[src/spi_rate_status_params.svh]
`ifndef SPI_RATE_STATUS_PARAMS_SVH
`define SPI_RATE_STATUS_PARAMS_SVH

`define ADDR_CTRL1      8'h00
`define ADDR_CTRL2      8'h04
`define ADDR_RATE       8'h08
`define ADDR_FLAGS      8'h0C
`define ADDR_DATA       8'h10

`define RATE_PRE_MSB    6
`define RATE_PRE_LSB    4
`define RATE_DIV_MSB    2
`define RATE_DIV_LSB    0
`define FLAG_RX_FULL    7
`define FLAG_TX_EMPTY   5
`define FLAG_MODE_FAULT 4
`define CTRL2_MODE_FAULT_FLAG_EN   4

`define CTRL1_RESET     8'h04
`define CTRL2_RESET     8'h00
`define RATE_RESET      8'h00
`define DATA_RESET      8'h00
`define RATE_MASK       8'h77
`define CTRL2_MASK      8'h1B

`define IDLE_LOAD_CYC   2
`define EDGES_PER_BYTE  4'hF

`endif

[src/spi_rate_status_pkg.sv]
package spi_rate_status_pkg;

  typedef struct packed {
    logic genIrqEn;
    logic periphEn;
    logic txIrqEn;
    logic masterSel;
    logic clkPol;
    logic clkPha;
    logic selOutEn;
    logic lsbFirst;
  } ctrl1_t;

  typedef struct packed {
    logic [7:0]  addr;
    logic        sel;
    logic        enable;
    logic        write;
    logic [31:0] wdata;
  } apb_req_t;

  typedef enum logic [0:0] {
    ST_IDLE  = 1'b0,
    ST_SHIFT = 1'b1
  } xfer_state_t;

endpackage

[src/spi_rate_status_data_regs.sv]
// Decided for this implementation: the placing of the registers and the APB register port.
`timescale 1ns/100ps
`default_nettype none
`include "spi_rate_status_params.svh"

module spi_rate_status_data_regs
  import spi_rate_status_pkg::*;
(
  input  wire logic        sys_clk,
  input  wire logic        reset_n,
  input  wire logic [7:0]  paddr,
  input  wire logic        psel,
  input  wire logic        penable,
  input  wire logic        pwrite,
  input  wire logic [31:0] pwdata,
  output logic      [31:0] prdata,
  output logic             pready,
  output logic             pslverr,
  output logic             irq,
  output logic             sckOut,
  output logic             mosiOut,
  input  wire logic        misoIn,
  input  wire logic        ssIn_n,
  output logic             ssOut_n,
  output logic             ssOutEn
);

  ////////////////////////////////////////////////////////////////////////////
  // state
  apb_req_t    req;
  ctrl1_t      ctrl1_q,    ctrl1_d;
  logic [7:0]  ctrl2_q,    ctrl2_d;
  logic [7:0]  rate_q,     rate_d;
  logic [7:0]  txBuf_q,    txBuf_d;
  logic        txFull_q,   txFull_d;
  logic [7:0]  rxBuf_q,    rxBuf_d;
  logic        rxFull_q,   rxFull_d;
  logic        mode_fault_flag_q,     mode_fault_flag_d;
  logic        txArm_q,    txArm_d;
  logic        rxArm_q,    rxArm_d;
  logic        mfArm_q,    mfArm_d;
  logic [7:0]  shift_q,    shift_d;
  logic        rxBit_q,    rxBit_d;
  logic [3:0]  edgeCnt_q,  edgeCnt_d;
  logic [2:0]  preCnt_q,   preCnt_d;
  logic [7:0]  divCnt_q,   divCnt_d;
  logic        sck_q,      sck_d;
  xfer_state_t state_q,    state_d;
  logic [31:0] prdata_q,   prdata_d;
  logic        ssMeta_q;
  logic        ssSync_q;
  logic        ssPrev_q;
  logic        misoMeta_q;
  logic        misoSync_q;

  logic        setupPh;
  logic        accessPh;
  logic        mapped;
  logic        wrAcc;
  logic        rdAcc;
  logic        dataWr;
  logic        dataRd;
  logic        flagsRd;
  logic        rxClr;
  logic        xferDone;
  logic        preTick;
  logic        halfTick;
  logic [7:0]  halfLimit;
  logic        faultEdge;
  logic [7:0]  flagsView;
  logic        mode_fault_enable;

  assign req = '{addr: paddr, sel: psel, enable: penable, write: pwrite,
                 wdata: pwdata};

  ////////////////////////////////////////////////////////////////////////////
  // apb decode, zero wait states
  always_comb begin
    mapped = (req.addr == `ADDR_CTRL1) || (req.addr == `ADDR_CTRL2) ||
             (req.addr == `ADDR_RATE)  || (req.addr == `ADDR_FLAGS) ||
             (req.addr == `ADDR_DATA);
  end

  assign setupPh  = req.sel && !req.enable;
  assign accessPh = req.sel && req.enable;
  assign wrAcc    = accessPh && req.write;
  assign rdAcc    = accessPh && !req.write;
  assign dataWr   = wrAcc && (req.addr == `ADDR_DATA);
  assign dataRd   = rdAcc && (req.addr == `ADDR_DATA);
  assign flagsRd  = rdAcc && (req.addr == `ADDR_FLAGS);
  assign pready   = 1'b1;
  assign pslverr  = accessPh && !mapped;
  assign prdata   = prdata_q;
  assign mode_fault_enable   = ctrl2_q[`CTRL2_MODE_FAULT_FLAG_EN];

  always_comb begin
    flagsView = 8'h00;
    flagsView[`FLAG_RX_FULL]    = rxFull_q;
    flagsView[`FLAG_TX_EMPTY]   = !txFull_q;
    flagsView[`FLAG_MODE_FAULT] = mode_fault_flag_q;
  end

  // read data captured in the setup phase, presented in the access phase
  always_comb begin
    prdata_d = prdata_q;
    if (setupPh) begin
      unique case (req.addr)
        `ADDR_CTRL1: prdata_d = {24'h000000, ctrl1_q};
        `ADDR_CTRL2: prdata_d = {24'h000000, ctrl2_q};
        `ADDR_RATE:  prdata_d = {24'h000000, rate_q};
        `ADDR_FLAGS: prdata_d = {24'h000000, flagsView};
        `ADDR_DATA:  prdata_d = {24'h000000, rxBuf_q};
        default:     prdata_d = 32'h00000000;
      endcase
    end
  end

  ////////////////////////////////////////////////////////////////////////////
  // bit rate generator from the bus clock
  assign halfLimit = 8'((9'h001 << rate_q[`RATE_DIV_MSB:`RATE_DIV_LSB]) - 9'h001);
  assign preTick   = (preCnt_q == rate_q[`RATE_PRE_MSB:`RATE_PRE_LSB]);
  assign halfTick  = (state_q == ST_SHIFT) && preTick &&
                     (divCnt_q == halfLimit);
  assign xferDone  = halfTick && (edgeCnt_q == `EDGES_PER_BYTE);
  assign rxClr     = dataRd && rxArm_q;
  assign faultEdge = ctrl1_q.masterSel && mode_fault_enable && !ctrl1_q.selOutEn &&
                     ssPrev_q && !ssSync_q;

  always_comb begin
    preCnt_d = 3'h0;
    divCnt_d = 8'h00;
    if (state_q == ST_SHIFT) begin
      preCnt_d = preTick ? 3'h0 : 3'(preCnt_q + 3'h1);
      divCnt_d = divCnt_q;
      if (preTick) begin
        divCnt_d = (divCnt_q == halfLimit) ? 8'h00 : 8'(divCnt_q + 8'h01);
      end
    end
  end

  ////////////////////////////////////////////////////////////////////////////
  // registers, flags and shifter
  always_comb begin
    ctrl1_d   = ctrl1_q;
    ctrl2_d   = ctrl2_q;
    rate_d    = rate_q;
    txBuf_d   = txBuf_q;
    txFull_d  = txFull_q;
    rxBuf_d   = rxBuf_q;
    rxFull_d  = rxFull_q;
    mode_fault_flag_d    = mode_fault_flag_q;
    txArm_d   = txArm_q;
    rxArm_d   = rxArm_q;
    mfArm_d   = mfArm_q;
    shift_d   = shift_q;
    rxBit_d   = rxBit_q;
    edgeCnt_d = edgeCnt_q;
    sck_d     = sck_q;
    state_d   = state_q;

    // flag-read arms the matching clear sequence
    if (flagsRd) begin
      txArm_d = prdata_q[`FLAG_TX_EMPTY];
      rxArm_d = prdata_q[`FLAG_RX_FULL];
      mfArm_d = prdata_q[`FLAG_MODE_FAULT];
    end

    if (wrAcc) begin
      unique case (req.addr)
        `ADDR_CTRL1: ctrl1_d = ctrl1_t'(req.wdata[7:0]);
        `ADDR_CTRL2: ctrl2_d = req.wdata[7:0] & `CTRL2_MASK;
        `ADDR_RATE:  rate_d  = req.wdata[7:0] & `RATE_MASK;
        default:     ;
      endcase
    end

    if (wrAcc && (req.addr == `ADDR_CTRL1) && mfArm_q) begin
      mode_fault_flag_d  = 1'b0;
      mfArm_d = 1'b0;
    end
    if (faultEdge) begin
      mode_fault_flag_d = 1'b1;
    end

    if (dataWr && txArm_q) begin
      txBuf_d  = req.wdata[7:0];
      txFull_d = 1'b1;
      txArm_d  = 1'b0;
    end

    if (rxClr) begin
      rxFull_d = 1'b0;
      rxArm_d  = 1'b0;
    end

    unique case (state_q)
      ST_IDLE: begin
        sck_d     = 1'b0;
        edgeCnt_d = 4'h0;
        if (ctrl1_q.periphEn && ctrl1_q.masterSel && txFull_q) begin
          shift_d  = txBuf_q;
          txFull_d = 1'b0;
          state_d  = ST_SHIFT;
        end
      end
      ST_SHIFT: begin
        if (halfTick) begin
          sck_d     = !sck_q;
          edgeCnt_d = 4'(edgeCnt_q + 4'h1);
          if (!sck_q) begin
            rxBit_d = misoSync_q;
          end else begin
            shift_d = {shift_q[6:0], rxBit_q};
          end
        end
        if (xferDone) begin
          if (!rxFull_q || rxClr) begin
            rxBuf_d  = {shift_q[6:0], rxBit_q};
            rxFull_d = 1'b1;
          end
          if (txFull_q) begin
            shift_d  = txBuf_q;
            txFull_d = 1'b0;
          end else begin
            state_d = ST_IDLE;
          end
        end
      end
    endcase

    if (!ctrl1_q.periphEn) begin
      txFull_d  = 1'b0;
      rxFull_d  = 1'b0;
      txBuf_d   = `DATA_RESET;
      rxBuf_d   = `DATA_RESET;
      shift_d   = 8'h00;
      state_d   = ST_IDLE;
      sck_d     = 1'b0;
      edgeCnt_d = 4'h0;
    end
  end

  always_ff @(posedge sys_clk) begin
    if (!reset_n) begin
      ctrl1_q    <= ctrl1_t'(`CTRL1_RESET);
      ctrl2_q    <= `CTRL2_RESET;
      rate_q     <= `RATE_RESET;
      txBuf_q    <= `DATA_RESET;
      txFull_q   <= 1'b0;
      rxBuf_q    <= `DATA_RESET;
      rxFull_q   <= 1'b0;
      mode_fault_flag_q     <= 1'b0;
      txArm_q    <= 1'b0;
      rxArm_q    <= 1'b0;
      mfArm_q    <= 1'b0;
      shift_q    <= 8'h00;
      rxBit_q    <= 1'b0;
      edgeCnt_q  <= 4'h0;
      preCnt_q   <= 3'h0;
      divCnt_q   <= 8'h00;
      sck_q      <= 1'b0;
      state_q    <= ST_IDLE;
      prdata_q   <= 32'h00000000;
      ssMeta_q   <= 1'b1;
      ssSync_q   <= 1'b1;
      ssPrev_q   <= 1'b1;
      misoMeta_q <= 1'b0;
      misoSync_q <= 1'b0;
    end else begin
      ctrl1_q    <= ctrl1_d;
      ctrl2_q    <= ctrl2_d;
      rate_q     <= rate_d;
      txBuf_q    <= txBuf_d;
      txFull_q   <= txFull_d;
      rxBuf_q    <= rxBuf_d;
      rxFull_q   <= rxFull_d;
      mode_fault_flag_q     <= mode_fault_flag_d;
      txArm_q    <= txArm_d;
      rxArm_q    <= rxArm_d;
      mfArm_q    <= mfArm_d;
      shift_q    <= shift_d;
      rxBit_q    <= rxBit_d;
      edgeCnt_q  <= edgeCnt_d;
      preCnt_q   <= preCnt_d;
      divCnt_q   <= divCnt_d;
      sck_q      <= sck_d;
      state_q    <= state_d;
      prdata_q   <= prdata_d;
      ssMeta_q   <= ssIn_n;
      ssSync_q   <= ssMeta_q;
      ssPrev_q   <= ssSync_q;
      misoMeta_q <= misoIn;
      misoSync_q <= misoMeta_q;
    end
  end

  ////////////////////////////////////////////////////////////////////////////
  // pins and interrupt
  assign sckOut  = sck_q ^ ctrl1_q.clkPol;
  assign mosiOut = shift_q[7];
  assign ssOutEn = ctrl1_q.masterSel && mode_fault_enable && ctrl1_q.selOutEn;
  assign ssOut_n = (state_q != ST_SHIFT);
  assign irq     = (ctrl1_q.txIrqEn && !txFull_q) ||
                   (ctrl1_q.genIrqEn && (rxFull_q || mode_fault_flag_q));

  ////////////////////////////////////////////////////////////////////////////
  // checks
  logic [11:0] gapCnt_q;
  logic [11:0] halfPeriod;

  assign halfPeriod = 12'(({9'h000, rate_q[`RATE_PRE_MSB:`RATE_PRE_LSB]} + 12'h001)
                      << rate_q[`RATE_DIV_MSB:`RATE_DIV_LSB]);

  always_ff @(posedge sys_clk) begin
    if (!reset_n || state_q != ST_SHIFT || halfTick) begin
      gapCnt_q <= 12'h000;
    end else begin
      gapCnt_q <= 12'(gapCnt_q + 12'h001);
    end
  end
endmodule // spi_rate_status_data_regs

`default_nettype wire

[config.mk]
export PLATFORM = sky130hd
export DESIGN_NAME = spi_rate_status_data_regs
export DESIGN_NICKNAME = d
export VERILOG_FILES = /design/src/spi_rate_status_pkg.sv /design/src/spi_rate_status_data_regs.sv
export VERILOG_INCLUDE_DIRS = /design/src
export SDC_FILE = /design/constraint.sdc
export NUM_CORES = 1
export LEC_CHECK = 0
export ABC_CLOCK_PERIOD_IN_PS = 3000
export BUFFER_PORTS_ARGS = -buffer_cell sky130_fd_sc_hd__clkbuf_2
export CAP_MARGIN = 20
export CORE_MARGIN = 2
export CORE_UTILIZATION = 50
export CTS_BUF_LIST = sky130_fd_sc_hd__clkbuf_2
export DETAILED_ROUTE_END_ITERATION = 10
export GPL_ROUTABILITY_DRIVEN = 0
export PLACE_DENSITY_LB_ADDON = 0.25
export REMOVE_ABC_BUFFERS = 1
export SLEW_MARGIN = 20
export SYNTH_ARGS = -nofsm -noshare
export SYNTH_HDL_FRONTEND = slang
export SYNTH_SLANG_ARGS = --single-unit
[constraint.sdc]
create_clock -name sys_clk -period 3 [get_ports sys_clk]
set_clock_uncertainty 0.15 [all_clocks]
set_input_delay 0.45 -clock sys_clk [delete_from_list [all_inputs] [get_ports sys_clk]]
set_output_delay 0.45 -clock sys_clk [all_outputs]
set_load 0.03 [all_outputs]
==> results of run 1 <==
power groups by stage:
stage / sequential [mW] / combinational [mW] / clock (mW)
after floorplan: 1.08 / 0.0597 / 0
after global placement: 1.08 / 0.0984 / 0
after detailed placement: 1.08 / 0.0990 / 0
after CTS: 1.06 / 0.101 / 0.494
after global routing: 1.06 / 0.111 / 0.537
final: 1.06 / 0.103 / 0.480
path summary, 6_finish.rpt:
kind	start	to	slack (ns)	cells past startpoint
setup / recovery	rate_q[1]	shift_q[1]	0.24	6
hold reg to reg	ssMeta_q	ssSync_q	0.29	1
hold / removal	pwdata[7]	txBuf_q[7]	0.04	3
setup reg to reg	rate_q[1]	shift_q[1]	0.24	6
per-layer routing:
| metal | routed length (um) | up-vias |
|---|---|---|
| met5 | 0 | - |
| met4 | 101 | 0 |
| met3 | 621 | 10 |
| met2 | 4110 | 116 |
| met1 | 3920 | 1495 |
| li1 | - | 1558 |
synth_stat cells (all sizes together) (10+ instances only):
master / number
a21boi: 14
a21oi: 14
buf: 33
clkbuf: 14
dfxtp: 79
mux2i: 25
nand2: 36
nand3: 23
nor2: 42
nor3: 10
nor3b: 11
o21ai: 17
xor2: 13
registers in the layout, summed over array words and instances, names as in the netlist, 3 cells and up:
name / flops
rate_q: 6
txBuf_q: 8
divCnt_q: 8
preCnt_q: 3
edgeCnt_q: 4
prdata: 8
ctrl1_q: 8
ctrl2_q: 4
rxBuf_q: 8
shift_q: 8
cell families (layout without fill, tap and decap cells):
group	after synthesis	after routing	share of synthesized area [%]
AOI/OAI and AO/OA	72	72	13.9
xor gates and xnor gates	17	17	3.82
adders and majority gates	3	3	0.963
buffers and inverters	55	74	7.96
DFF	79	79	40.6
muxes	33	33	8.73
other	2	25	0.193
and+or+nand+nor	171	171	23.9
repair_timing:
| item | in CTS | in global routing |
|---|---|---|
| hold endpoints to repair | 2 | 2 |
| setup buffers | 0 | 0 |
| hold buffers | 2 | 1 |
critical path, stage by stage, from the launching register on:
cell                       delay [ns]
sky130_fd_sc_hd__dfxtp_1         0.47
sky130_fd_sc_hd__and2_1          0.24
sky130_fd_sc_hd__a2111o_1        0.45
sky130_fd_sc_hd__a32oi_4         0.37
sky130_fd_sc_hd__nand4_1         0.25
sky130_fd_sc_hd__o21ba_1         0.37
sky130_fd_sc_hd__a221o_1         0.36
final cells by class:
cell class,count,area share (%)
Tap cell,102,3.03
Sequential cell,79,37.6
Inverter,8,0.713
Clock inverter,6,0.891
Multi-Input combinational cell,321,49.7
Clock buffer,10,1.19
Timing Repair Buffer,50,6.95
metrics by stage:
stage | power (mW) | utilization, % | hold slack, ns
global placement | 1.18 | 53.5 | 0.240
finish | 1.64 | 55.1 | 0.0386
CTS | 1.65 | 54.9 | 0.00889
detailed placement | 1.18 | 53.5 | 0.248
global route | 1.71 | 55.1 | 0.00993
floorplan | 1.14 | - | 0.236
==> impl_summary.log, run 1 <==
[metrics] run status: finished, final reports clean
[metrics] CTS tree: built
[metrics] part of the power in registers: 64.4%
[metrics] sum of negative setup slack: 0 ns
[metrics] total of cells resized after clock tree synthesis: 0
[metrics] fill cell count: approximately 700
[metrics] leading cell type in the layout, fill and taps excluded: sky130_fd_sc_hd__dfxtp_1
[metrics] number of ports placed on the die boundary: 86
[metrics] total die area: 8520 sq um
[metrics] DR vias: approximately 3200
[metrics] busiest grt layer: met2
[metrics] total number of placement rows: 32
[metrics] number of remaining DRC errors: 0
[metrics] CTS HTree Levels: 3
[metrics] reported leakage power: approximately 1.6 nW
[metrics] Core Footprint: 7650 sq um
[metrics] number of hold violations in the final report: 0
[metrics] number of distinct standard cells referenced by the synthesized netlist: 53
[metrics] first-pass iteration count of the detailed router: 8
[metrics] Sw Ratio: between 20% and 30%
[metrics] die span in x: just over 90 um
[metrics] fraction of registers with async set or reset after synthesis: 0%
[metrics] worst-case setup margin in the final layout: ~0.24 ns
[metrics] number of enable-type register cells in the synthesized netlist: 0
[metrics] worst-path maximum fanout: 11
[metrics] maximum VDD drop: approximately 0.00021 V
[metrics] setup repair after global routing missed its margin: false
[metrics] routed wirelength normalized by instance count: 15.2 um
[metrics] Yosys warnings: 0
[metrics] detailed-placement wirelength estimate: roughly 6200 um
[metrics] layout overhead on the synthesized area: 8.06%
[metrics] net switching component of the power: 0.452 mW
[metrics] met1 routing resource usage after global routing: between 20% and 30%
[metrics] post-synth top area cell: sky130_fd_sc_hd__dfxtp_1
[metrics] final std cells w/o fill: about 580
[metrics] worst path arrival time: roughly 3.0 ns
[metrics] clock insertion delay at the later pin of the skew report: 0.53 ns
[metrics] cell area after synthesis: between 3000 and 4000 sq um
[metrics] Max Clock Freq: 0.363 GHz
[metrics] Max Slew Vio Count: 0
[metrics] sort of element at the start of the critical path: flop
[metrics] number of antenna violations at the first check in global routing: 0
[metrics] combinational power share: under 10%
[metrics] Power Internal: roughly 1.2 mW
[metrics] detailed-route wire length: between 8000 and 9000 um
[metrics] number of nets at the end of the flow: 519
[metrics] fraction of power consumed by the clock network: 29.3%
[metrics] area occupied by multi-input gates: approximately 2100 sq um
[metrics] total power per unit cell area: ~400 nW/um^2
[metrics] Area contributors post-synth: sky130_fd_sc_hd__dfxtp_1 (41%), sky130_fd_sc_hd__mux2i_1 (6.4%), sky130_fd_sc_hd__buf_4 (4.8%)
[metrics] final std cell area, no fill: about 4200 sq um
[metrics] clock slew at the register clock pins of the worst setup and hold paths: 0.22 ns
[metrics] first-pass GRT wire length: 14600 um
[metrics] number of setup violations in the final report: 0
[metrics] global-route total usage across every layer: 21.9%
[metrics] ANT cells: 0
[metrics] portion of the post-synthesis area used by sequential elements: between 40% and 50%
[metrics] worst rel slew slack: 63.0%
[metrics] register bit total from synthesis: between 70 and 80
[metrics] synthesized netlist cell count: ~430
[metrics] die boundary height: ~90 um
[metrics] area share of the leading cell type in the synthesized netlist: around 40%
[metrics] Min-Delay Path Class: in2reg
[metrics] starting density of the core: roughly 51%
[metrics] CTS sink count: 79
[metrics] mean cell area of the mapped netlist: about 9.0 sq um
[metrics] instance area after placement: a little over 4000 sq um
[metrics] Tmin final: 2.76 ns
[metrics] met3 capacity usage during global routing: 5.53%
[metrics] actual transition at the worst max-transition pin: roughly 0.55 ns
[metrics] required time of the worst setup path: roughly 3.3 ns
[metrics] Worst setup EP type: flop
[metrics] fraction of layout instances using a drive strength above 1: between 10% and 20%
[metrics] final antenna-violating net count: 0
[metrics] total congestion overflow: 0
[metrics] maximum number of pins on one net before global-route repair: 36
[metrics] category of the critical setup timing path: reg2reg
[metrics] commonest cells after routing, fill and taps aside: sky130_fd_sc_hd__dfxtp_1 (79), sky130_fd_sc_hd__clkbuf_2 (46), sky130_fd_sc_hd__nor2_1 (42), sky130_fd_sc_hd__nand2_1 (35)
[metrics] count of max-cap constraint violations: 0
[metrics] number of cells in the design after placement: about 560
[metrics] # port buffers: 36
[metrics] vias in the first global route: 2996
[metrics] cell chosen for the clock root: sky130_fd_sc_hd__clkbuf_2
[metrics] post-placement setup slack: ~0.17 ns
[metrics] worst-case clock buffer depth: 2
[metrics] Seq. cell area: between 1500 and 2000 sq um
[metrics] main flop type after synthesis: sky130_fd_sc_hd__dfxtp_1
[metrics] routing usage on met2: 34.0%
[metrics] share of the clock period used by the worst path: about 90%
[metrics] initial detailed-routing violation count: 216
[metrics] per-cell via count in the routed design: 5.52
[metrics] total clock buffers created by CTS: 9
Note: power is estimated with default switching activity, not from simulation.
==> inputs of run 2 (changes only) <==
--- a/config.mk
+++ b/config.mk
@@ -9,12 +9,11 @@
 export ABC_CLOCK_PERIOD_IN_PS = 3000
 export BUFFER_PORTS_ARGS = -buffer_cell sky130_fd_sc_hd__clkbuf_2
 export CAP_MARGIN = 20
-export CORE_MARGIN = 2
 export CORE_UTILIZATION = 50
 export CTS_BUF_LIST = sky130_fd_sc_hd__clkbuf_2
 export DETAILED_ROUTE_END_ITERATION = 10
 export GPL_ROUTABILITY_DRIVEN = 0
-export PLACE_DENSITY_LB_ADDON = 0.25
+export PLACE_DENSITY = 0.79
 export REMOVE_ABC_BUFFERS = 1
 export SLEW_MARGIN = 20
 export SYNTH_ARGS = -nofsm -noshare
==> run 2 against run 1 <==
  * Core utilization rose by 1.8 points
  * Power rose by 3.3%
  * Combinational power barely moved
  * Sequential share of layout area barely moved
  * Worst setup slack improved by 0.044 ns
  * Fmax rose by 1.6%
  * First-iteration DRC count rose by 30%
  * Non-clock buffer count fell by 1
  * Register-to-register slack improved by 0.04 ns
  * Via count rose by 0.47%
  * Die area fell by 4.3%
  * Flip-flop and latch count did not move
  * Largest power group unchanged
==> impl_summary.log, run 2 (same netlist as run 1, synthesis figures left out) <==
[metrics] run status: finished, final reports clean
[metrics] number of cells on the worst reg-to-reg path: 6
[metrics] total of cells resized after clock tree synthesis: 0
[metrics] Final Util: a little under three fifths
[metrics] commonest cells after routing, fill and taps aside: sky130_fd_sc_hd__dfxtp_1 (79), sky130_fd_sc_hd__clkbuf_2 (47), sky130_fd_sc_hd__nor2_1 (42), sky130_fd_sc_hd__nand2_1 (35)
[metrics] # port buffers: 36
[metrics] category of the critical setup timing path: reg2reg
[metrics] ANT cells: 0
[metrics] initial detailed-routing violation count: 280
[metrics] sequence of cells on the critical path: and2_1 > a2111o_1 > a32oi_4 > nand4_1 > o21ba_1 > a221o_1
[metrics] CTS tree: built
[metrics] worst-case clock buffer depth: 2
[metrics] clock insertion delay at the later pin of the skew report: slightly above 0.5 ns
[metrics] CTS sink count: 79
[metrics] worst rel slew slack: 63.5%
[metrics] net switching component of the power: roughly 0.42 mW
[metrics] total number of placement rows: 31
[metrics] count of max-cap constraint violations: 0
[metrics] worst hold path stage count: 3
[metrics] detailed-placement wirelength estimate: 6160 um
[metrics] number of nets at the end of the flow: 518
[metrics] number of ports placed on the die boundary: 86
[metrics] Core Footprint: between 7000 and 8000 sq um
[metrics] sort of element at the start of the critical path: flop
[metrics] FF-to-FF End: shift_q[6]
[metrics] number of remaining DRC errors: 0
[metrics] total congestion overflow: 0
[metrics] actual transition at the worst max-transition pin: 0.543 ns
[metrics] worst path arrival time: 2.98 ns
[metrics] per-cell via count in the routed design: between 5 and 6
[metrics] Min-Delay Path Class: in2reg
[metrics] part of the power in registers: a little over 60%
[metrics] global-route total usage across every layer: between 20 and 25%
[metrics] combinational power share: about 6.0%
[metrics] first-pass GRT wire length: approximately 14000 um
[metrics] Tmin final: ~2.7 ns
[metrics] final std cells w/o fill: approximately 570
[metrics] number of setup violations in the final report: 0
[metrics] starting density of the core: between 50% and 60%
[metrics] critical-path cell with the highest stage delay: sky130_fd_sc_hd__dfxtp_1
[metrics] number of cells in the design after placement: 554
[metrics] number of antenna violations at the first check in global routing: 0
[metrics] required time of the worst setup path: ~3.3 ns
[metrics] CTS HTree Levels: 3
[metrics] number of buffers and inverters on the critical path: 0
[metrics] maximum number of pins on one net before global-route repair: 40
[metrics] total clock buffers created by CTS: 9
[metrics] final antenna-violating net count: 0
[metrics] cell family with most CP delay: compound AO/OA/AOI/OAI gates
[metrics] Reg2Reg Setup Slack: around 0.29 ns
[metrics] Sw Ratio: 25.0%
[metrics] share of the clock period used by the worst path: roughly nine tenths
[metrics] clock slew at the register clock pins of the worst setup and hold paths: ~0.20 ns
[metrics] DR vias: around 3200
[metrics] vias in the first global route: roughly 2900
[metrics] delay of the slowest cell on the worst path: 0.46 ns
[metrics] cell chosen for the clock root: sky130_fd_sc_hd__clkbuf_2
[metrics] Power Internal: 1.27 mW
[metrics] die boundary height: 90.3 um
[metrics] startpoint of the most critical register-to-register path: rate_q[1]
[metrics] fraction of power consumed by the clock network: 31.7%
[metrics] worst-path maximum fanout: 11
[metrics] first-pass iteration count of the detailed router: 6
[metrics] Worst setup EP type: flop
[metrics] setup repair after global routing missed its margin: false
[metrics] hold buffer count at CTS: 2
[metrics] sum of negative setup slack: 0 ns
[metrics] number of hold violations in the final report: 0
[metrics] fraction of layout instances using a drive strength above 1: around 17%
[metrics] launch point of the worst hold path: pwdata[3]
[metrics] maximum VDD drop: a little over 0.0003 V
[metrics] Hold Path Sink: ctrl2_q[3]
[metrics] detailed-route wire length: about 8600 um
[metrics] leading cell type in the layout, fill and taps excluded: sky130_fd_sc_hd__dfxtp_1
[metrics] Max Clock Freq: ~0.37 GHz
[metrics] routed wirelength normalized by instance count: 15.0 um
[metrics] total die area: approximately 8200 sq um
[metrics] post-CTS setup repair buffer count: 0
[metrics] final std cell area, no fill: between 4000 and 5000 sq um
[metrics] total power per unit cell area: about 400 nW/um^2
[metrics] Max Slew Vio Count: 0
[metrics] reported leakage power: between 1.5 and 2 nW
[metrics] instance area after placement: just over 4000 sq um
[metrics] layout overhead on the synthesized area: 8.12%
[metrics] die span in x: between 90 and 100 um
==> run 2: cell count changes in the layout (fill, tap and decap cells not counted), sizes merged <==
cell         before  now
bufinv            0    1
clkbuf           46   47
clkinvlp          3    1
dlygate4sd3       3    2
==> run 2: layout make-up <==
cell class / count / area [sq um]
Timing Repair Buffer: 49 / 283
Inverter: 8 / 30.0
Clock inverter: 5 / 48.8
Sequential cell: 79 / 1580
Clock buffer: 11 / 55.1
Tap cell: 99 / 124
Fill cell: 685 / 3190
Multi-Input combinational cell: 321 / 2090
==> run 2: how the worst max path moves through the flow <==
stage / start / endpoint / slack [ns] / cells after the start
after floorplan: paddr[5] / rxBuf_q[0] / 0.27 / 6
after global placement: paddr[5] / rxBuf_q[3] / 0.21 / 8
after detailed placement: paddr[5] / rxBuf_q[5] / 0.16 / 8
after CTS: rate_q[1] / shift_q[5] / 0.30 / 6
after global routing: rate_q[1] / shift_q[6] / 0.15 / 6
final: rate_q[1] / shift_q[6] / 0.29 / 6
==> run 2: power by group through the flow <==
stage,combinational [mW],sequential (mW),clock (mW)
2_1_floorplan,0.0597,1.08,0
3_3_place_gp,0.0976,1.08,0
3_5_place_dp,0.0987,1.08,0
4_1_cts,0.101,1.06,0.553
5_1_grt,0.108,1.06,0.596
6_report,0.102,1.06,0.536
==> run 2: per-stage QoR <==
step,hold slack [ns],total power [mW],setup slack (ns)
2_1_floorplan,0.236,1.14,0.272
3_3_place_gp,0.239,1.17,0.211
3_5_place_dp,0.247,1.18,0.158
4_1_cts,0.0127,1.71,0.303
5_1_grt,0.00649,1.76,0.146
6_report,0.0447,1.69,0.287
==> run 2: worst min-delay path, stage by stage <==
cell                       delay [ns]
sky130_fd_sc_hd__clkbuf_2        0.11
sky130_fd_sc_hd__nand3_1         0.07
sky130_fd_sc_hd__a21boi_1        0.05
==> run 2: routing by layer <==
metal	track usage [%]	up-vias	share of wire, %
met4	6.59	0	1.5
met5	0	-	0
met1	29.2	1518	46
met2	34.2	111	46
li1	-	1553	-
met3	5.13	12	6.7
==> inputs of run 3 (changes only) <==
--- a/config.mk
+++ b/config.mk
@@ -6,14 +6,14 @@
 export SDC_FILE = /design/constraint.sdc
 export NUM_CORES = 1
 export LEC_CHECK = 0
-export ABC_CLOCK_PERIOD_IN_PS = 3000
+export ABC_CLOCK_PERIOD_IN_PS = 2250
 export BUFFER_PORTS_ARGS = -buffer_cell sky130_fd_sc_hd__clkbuf_2
 export CAP_MARGIN = 20
 export CORE_UTILIZATION = 50
 export CTS_BUF_LIST = sky130_fd_sc_hd__clkbuf_2
 export DETAILED_ROUTE_END_ITERATION = 10
 export GPL_ROUTABILITY_DRIVEN = 0
-export PLACE_DENSITY = 0.79
+export PLACE_DENSITY = 0.82
 export REMOVE_ABC_BUFFERS = 1
 export SLEW_MARGIN = 20
 export SYNTH_ARGS = -nofsm -noshare
==> constraint.sdc (replaced) <==
create_clock -name sys_clk -period 2.25 [get_ports sys_clk]
set_clock_uncertainty 0.15 [all_clocks]
set_input_delay 0.3375 -clock sys_clk [delete_from_list [all_inputs] [get_ports sys_clk]]
set_output_delay 0.3375 -clock sys_clk [all_outputs]
set_load 0.03 [all_outputs]
==> run 3 against run 2 <==
  * The flow now finishes with violations (setup timing)
  * Sequential power up 33%
  * Clock-buffer cell count down 1
  * Combinational power up 59%
  * Die area unchanged
  * Cell area up 12%
  * Critical path depth unchanged
  * Core utilization up 6.8 points
  * Final cell count up 8.9%
  * Critical endpoint is now shift_q[7]
  * Largest cell class unchanged
==> impl_summary.log, run 3 (same netlist as run 1, synthesis figures left out) <==
[metrics] run status: finished, violations left
[metrics] failing checks: setup timing
[metrics] Critical Path Sink: shift_q[7]
[metrics] sum of negative setup slack: -1.57 ns
[metrics] fraction of layout instances using a drive strength above 1: 25.2%
[metrics] reported leakage power: around 1.9 nW
[metrics] final antenna-violating net count: 0
[metrics] final std cells w/o fill: around 620
[metrics] sort of element at the start of the critical path: flop
[metrics] worst-case setup margin in the final layout: -0.197 ns
[metrics] final std cell area, no fill: around 4700 sq um
[metrics] total congestion overflow: 0
[metrics] routed wirelength normalized by instance count: 15.4 um
[metrics] clock slew at the register clock pins of the worst setup and hold paths: roughly 0.23 ns
[metrics] total number of placement rows: 31
[metrics] number of hold violations in the final report: 0
[metrics] CTS sink count: between 70 and 80
[metrics] total die area: a little over 8000 sq um
[metrics] worst path arrival time: 2.71 ns
[metrics] number of setup violations in the final report: 15
[metrics] Max Slew Vio Count: 0
[metrics] initial detailed-routing violation count: between 200 and 300
[metrics] FF-to-FF End: shift_q[7]
[metrics] detailed-placement wirelength estimate: between 6000 and 7000 um
[metrics] Worst setup EP type: flop
[metrics] CTS HTree Levels: 3
[metrics] die boundary height: ~90 um
[metrics] Max Clock Freq: a little over 0.4 GHz
[metrics] combinational power share: roughly 7%
[metrics] instance area after placement: ~4400 sq um
[metrics] Min-Delay Path Class: in2reg
[metrics] maximum number of pins on one net before global-route repair: 40
[metrics] number of antenna violations at the first check in global routing: 0
[metrics] number of cells on the worst reg-to-reg path: 6
[metrics] category of the critical setup timing path: reg2reg
[metrics] first-pass GRT wire length: around 16000 um
[metrics] worst rel slew slack: 61.8%
[metrics] total clock buffers created by CTS: 9
[metrics] total power per unit cell area: 488 nW/um^2
[metrics] clock insertion delay at the later pin of the skew report: roughly 0.5 ns
[metrics] Power Internal: 1.71 mW
[metrics] vias in the first global route: ~3400
[metrics] # port buffers: 36
[metrics] net switching component of the power: slightly below 0.6 mW
[metrics] fraction of power consumed by the clock network: between 30% and 40%
[metrics] required time of the worst setup path: 2.51 ns
[metrics] Sw Ratio: about a quarter
[metrics] per-cell via count in the routed design: between 5 and 6
[metrics] actual transition at the worst max-transition pin: ~0.57 ns
[metrics] start point of the critical path: rate_q[2]
[metrics] global-route total usage across every layer: between 20% and 30%
[metrics] number of nets at the end of the flow: around 570
[metrics] die span in x: 90.3 um
[metrics] share of the clock period used by the worst path: 109%
[metrics] startpoint of the most critical register-to-register path: rate_q[2]
[metrics] detailed-route wire length: between 9000 and 10000 um
[metrics] worst hold path stage count: 4
[metrics] worst-path maximum fanout: 8
[metrics] starting density of the core: ~53%
[metrics] Total Power Consumption: 2.30 mW
[metrics] ANT cells: 0
[metrics] count of max-cap constraint violations: 0
[metrics] worst-case clock buffer depth: 2
[metrics] commonest cells after routing, fill and taps aside: sky130_fd_sc_hd__dfxtp_1 (77), sky130_fd_sc_hd__clkbuf_2 (46), sky130_fd_sc_hd__buf_4 (46), sky130_fd_sc_hd__nor2_1 (42), sky130_fd_sc_hd__nand2_1 (35)
[metrics] Reg2Reg Setup Slack: -0.20 ns
[metrics] first-pass iteration count of the detailed router: 7
[metrics] number of ports placed on the die boundary: 86
[metrics] Core Footprint: ~7400 sq um
[metrics] maximum VDD drop: about 0.00043 V
[metrics] DR vias: approximately 3600
[metrics] part of the power in registers: around three fifths
[metrics] number of remaining DRC errors: 0
[metrics] cell chosen for the clock root: sky130_fd_sc_hd__clkbuf_2
[metrics] Tmin final: between 2 and 2.5 ns
[metrics] number of cells in the design after placement: ~590
[metrics] leading cell type in the layout, fill and taps excluded: sky130_fd_sc_hd__dfxtp_1
[metrics] layout overhead on the synthesized area: 21.1%
[metrics] CTS tree: built
[metrics] setup repair after global routing missed its margin: true
==> run 3: cell types whose count changed in the layout (fill, tap and decap cells not counted), sizes merged <==
cell and change:
dlygate4sd3 +9, buf +42, clkbuf -1, clkinvlp +2, clkinv -1
==> run 3: metrics by stage <==
step                util (%)  worst slack, ns  hold slack (ns)
finish                  63.7           -0.197           0.0908
detailed placement      58.9           -0.294            0.252
CTS                     62.5           -0.182           0.0394
global placement        58.9           -0.237            0.238
global route            63.7           -0.253           0.0853
floorplan                  -           -0.366            0.236
==> run 3: cell type report <==
cell class / count / area, sq um
tap: 99 / 124
sequential: 79 / 1580
multi-input combinational: 321 / 2150
clock buffer: 10 / 50.0
inverter: 8 / 30.0
clock inverter: 6 / 61.3
timing repair buffer: 100 / 723
fill: 578 / 2690
==> run 3: what timing repair did <==
item / in CTS / in global routing
hold endpoints to repair: 23 / 0
hold buffers: 11 / 0
resized for setup: 6 / 13
buffers inserted: 4 / 3
pin swaps: 4 / 3
endpoints found under the setup margin: 22 / 30
==> run 3: worst min-delay path by stage <==
stage / to / startpoint
after detailed placement: ssSync_q / ssMeta_q
after CTS: rxArm_q / penable
after global routing: rxArm_q / psel
final: rxArm_q / penable
after global placement: ssSync_q / ssMeta_q
after floorplan: ssSync_q / ssMeta_q
==> run 3: worst max-delay path: stages, from the launching register on <==
cell and delay, ns:
sky130_fd_sc_hd__dfxtp_2 0.39, sky130_fd_sc_hd__buf_6 0.13, sky130_fd_sc_hd__a2111o_1 0.44, sky130_fd_sc_hd__a32oi_4 0.33, sky130_fd_sc_hd__nand4_4 0.25, sky130_fd_sc_hd__mux2_4 0.35
sky130_fd_sc_hd__a221o_1 0.30
==> run 3: layer usage <==
| layer | wire length (um) | global-route usage [%] | up-vias | part of all wire [%] |
|---|---|---|---|---|
| met3 | 771 | 6.48 | 22 | 8.1 |
| met1 | 3980 | 29.1 | 1699 | 42 |
| met2 | 4680 | 41.2 | 176 | 49 |
| met5 | 0 | 0 | - | 0 |
| met4 | 151 | 6.85 | 0 | 1.6 |
| li1 | - | - | 1661 | - |
==> run 3: power by group through the flow <==
stage / clock network, mW / logic, mW / registers [mW]
after floorplan: 0 / 0.0795 / 1.44
after global placement: 0 / 0.139 / 1.44
after detailed placement: 0 / 0.141 / 1.44
after CTS: 0.745 / 0.157 / 1.41
after global routing: 0.807 / 0.171 / 1.41
final: 0.734 / 0.162 / 1.41
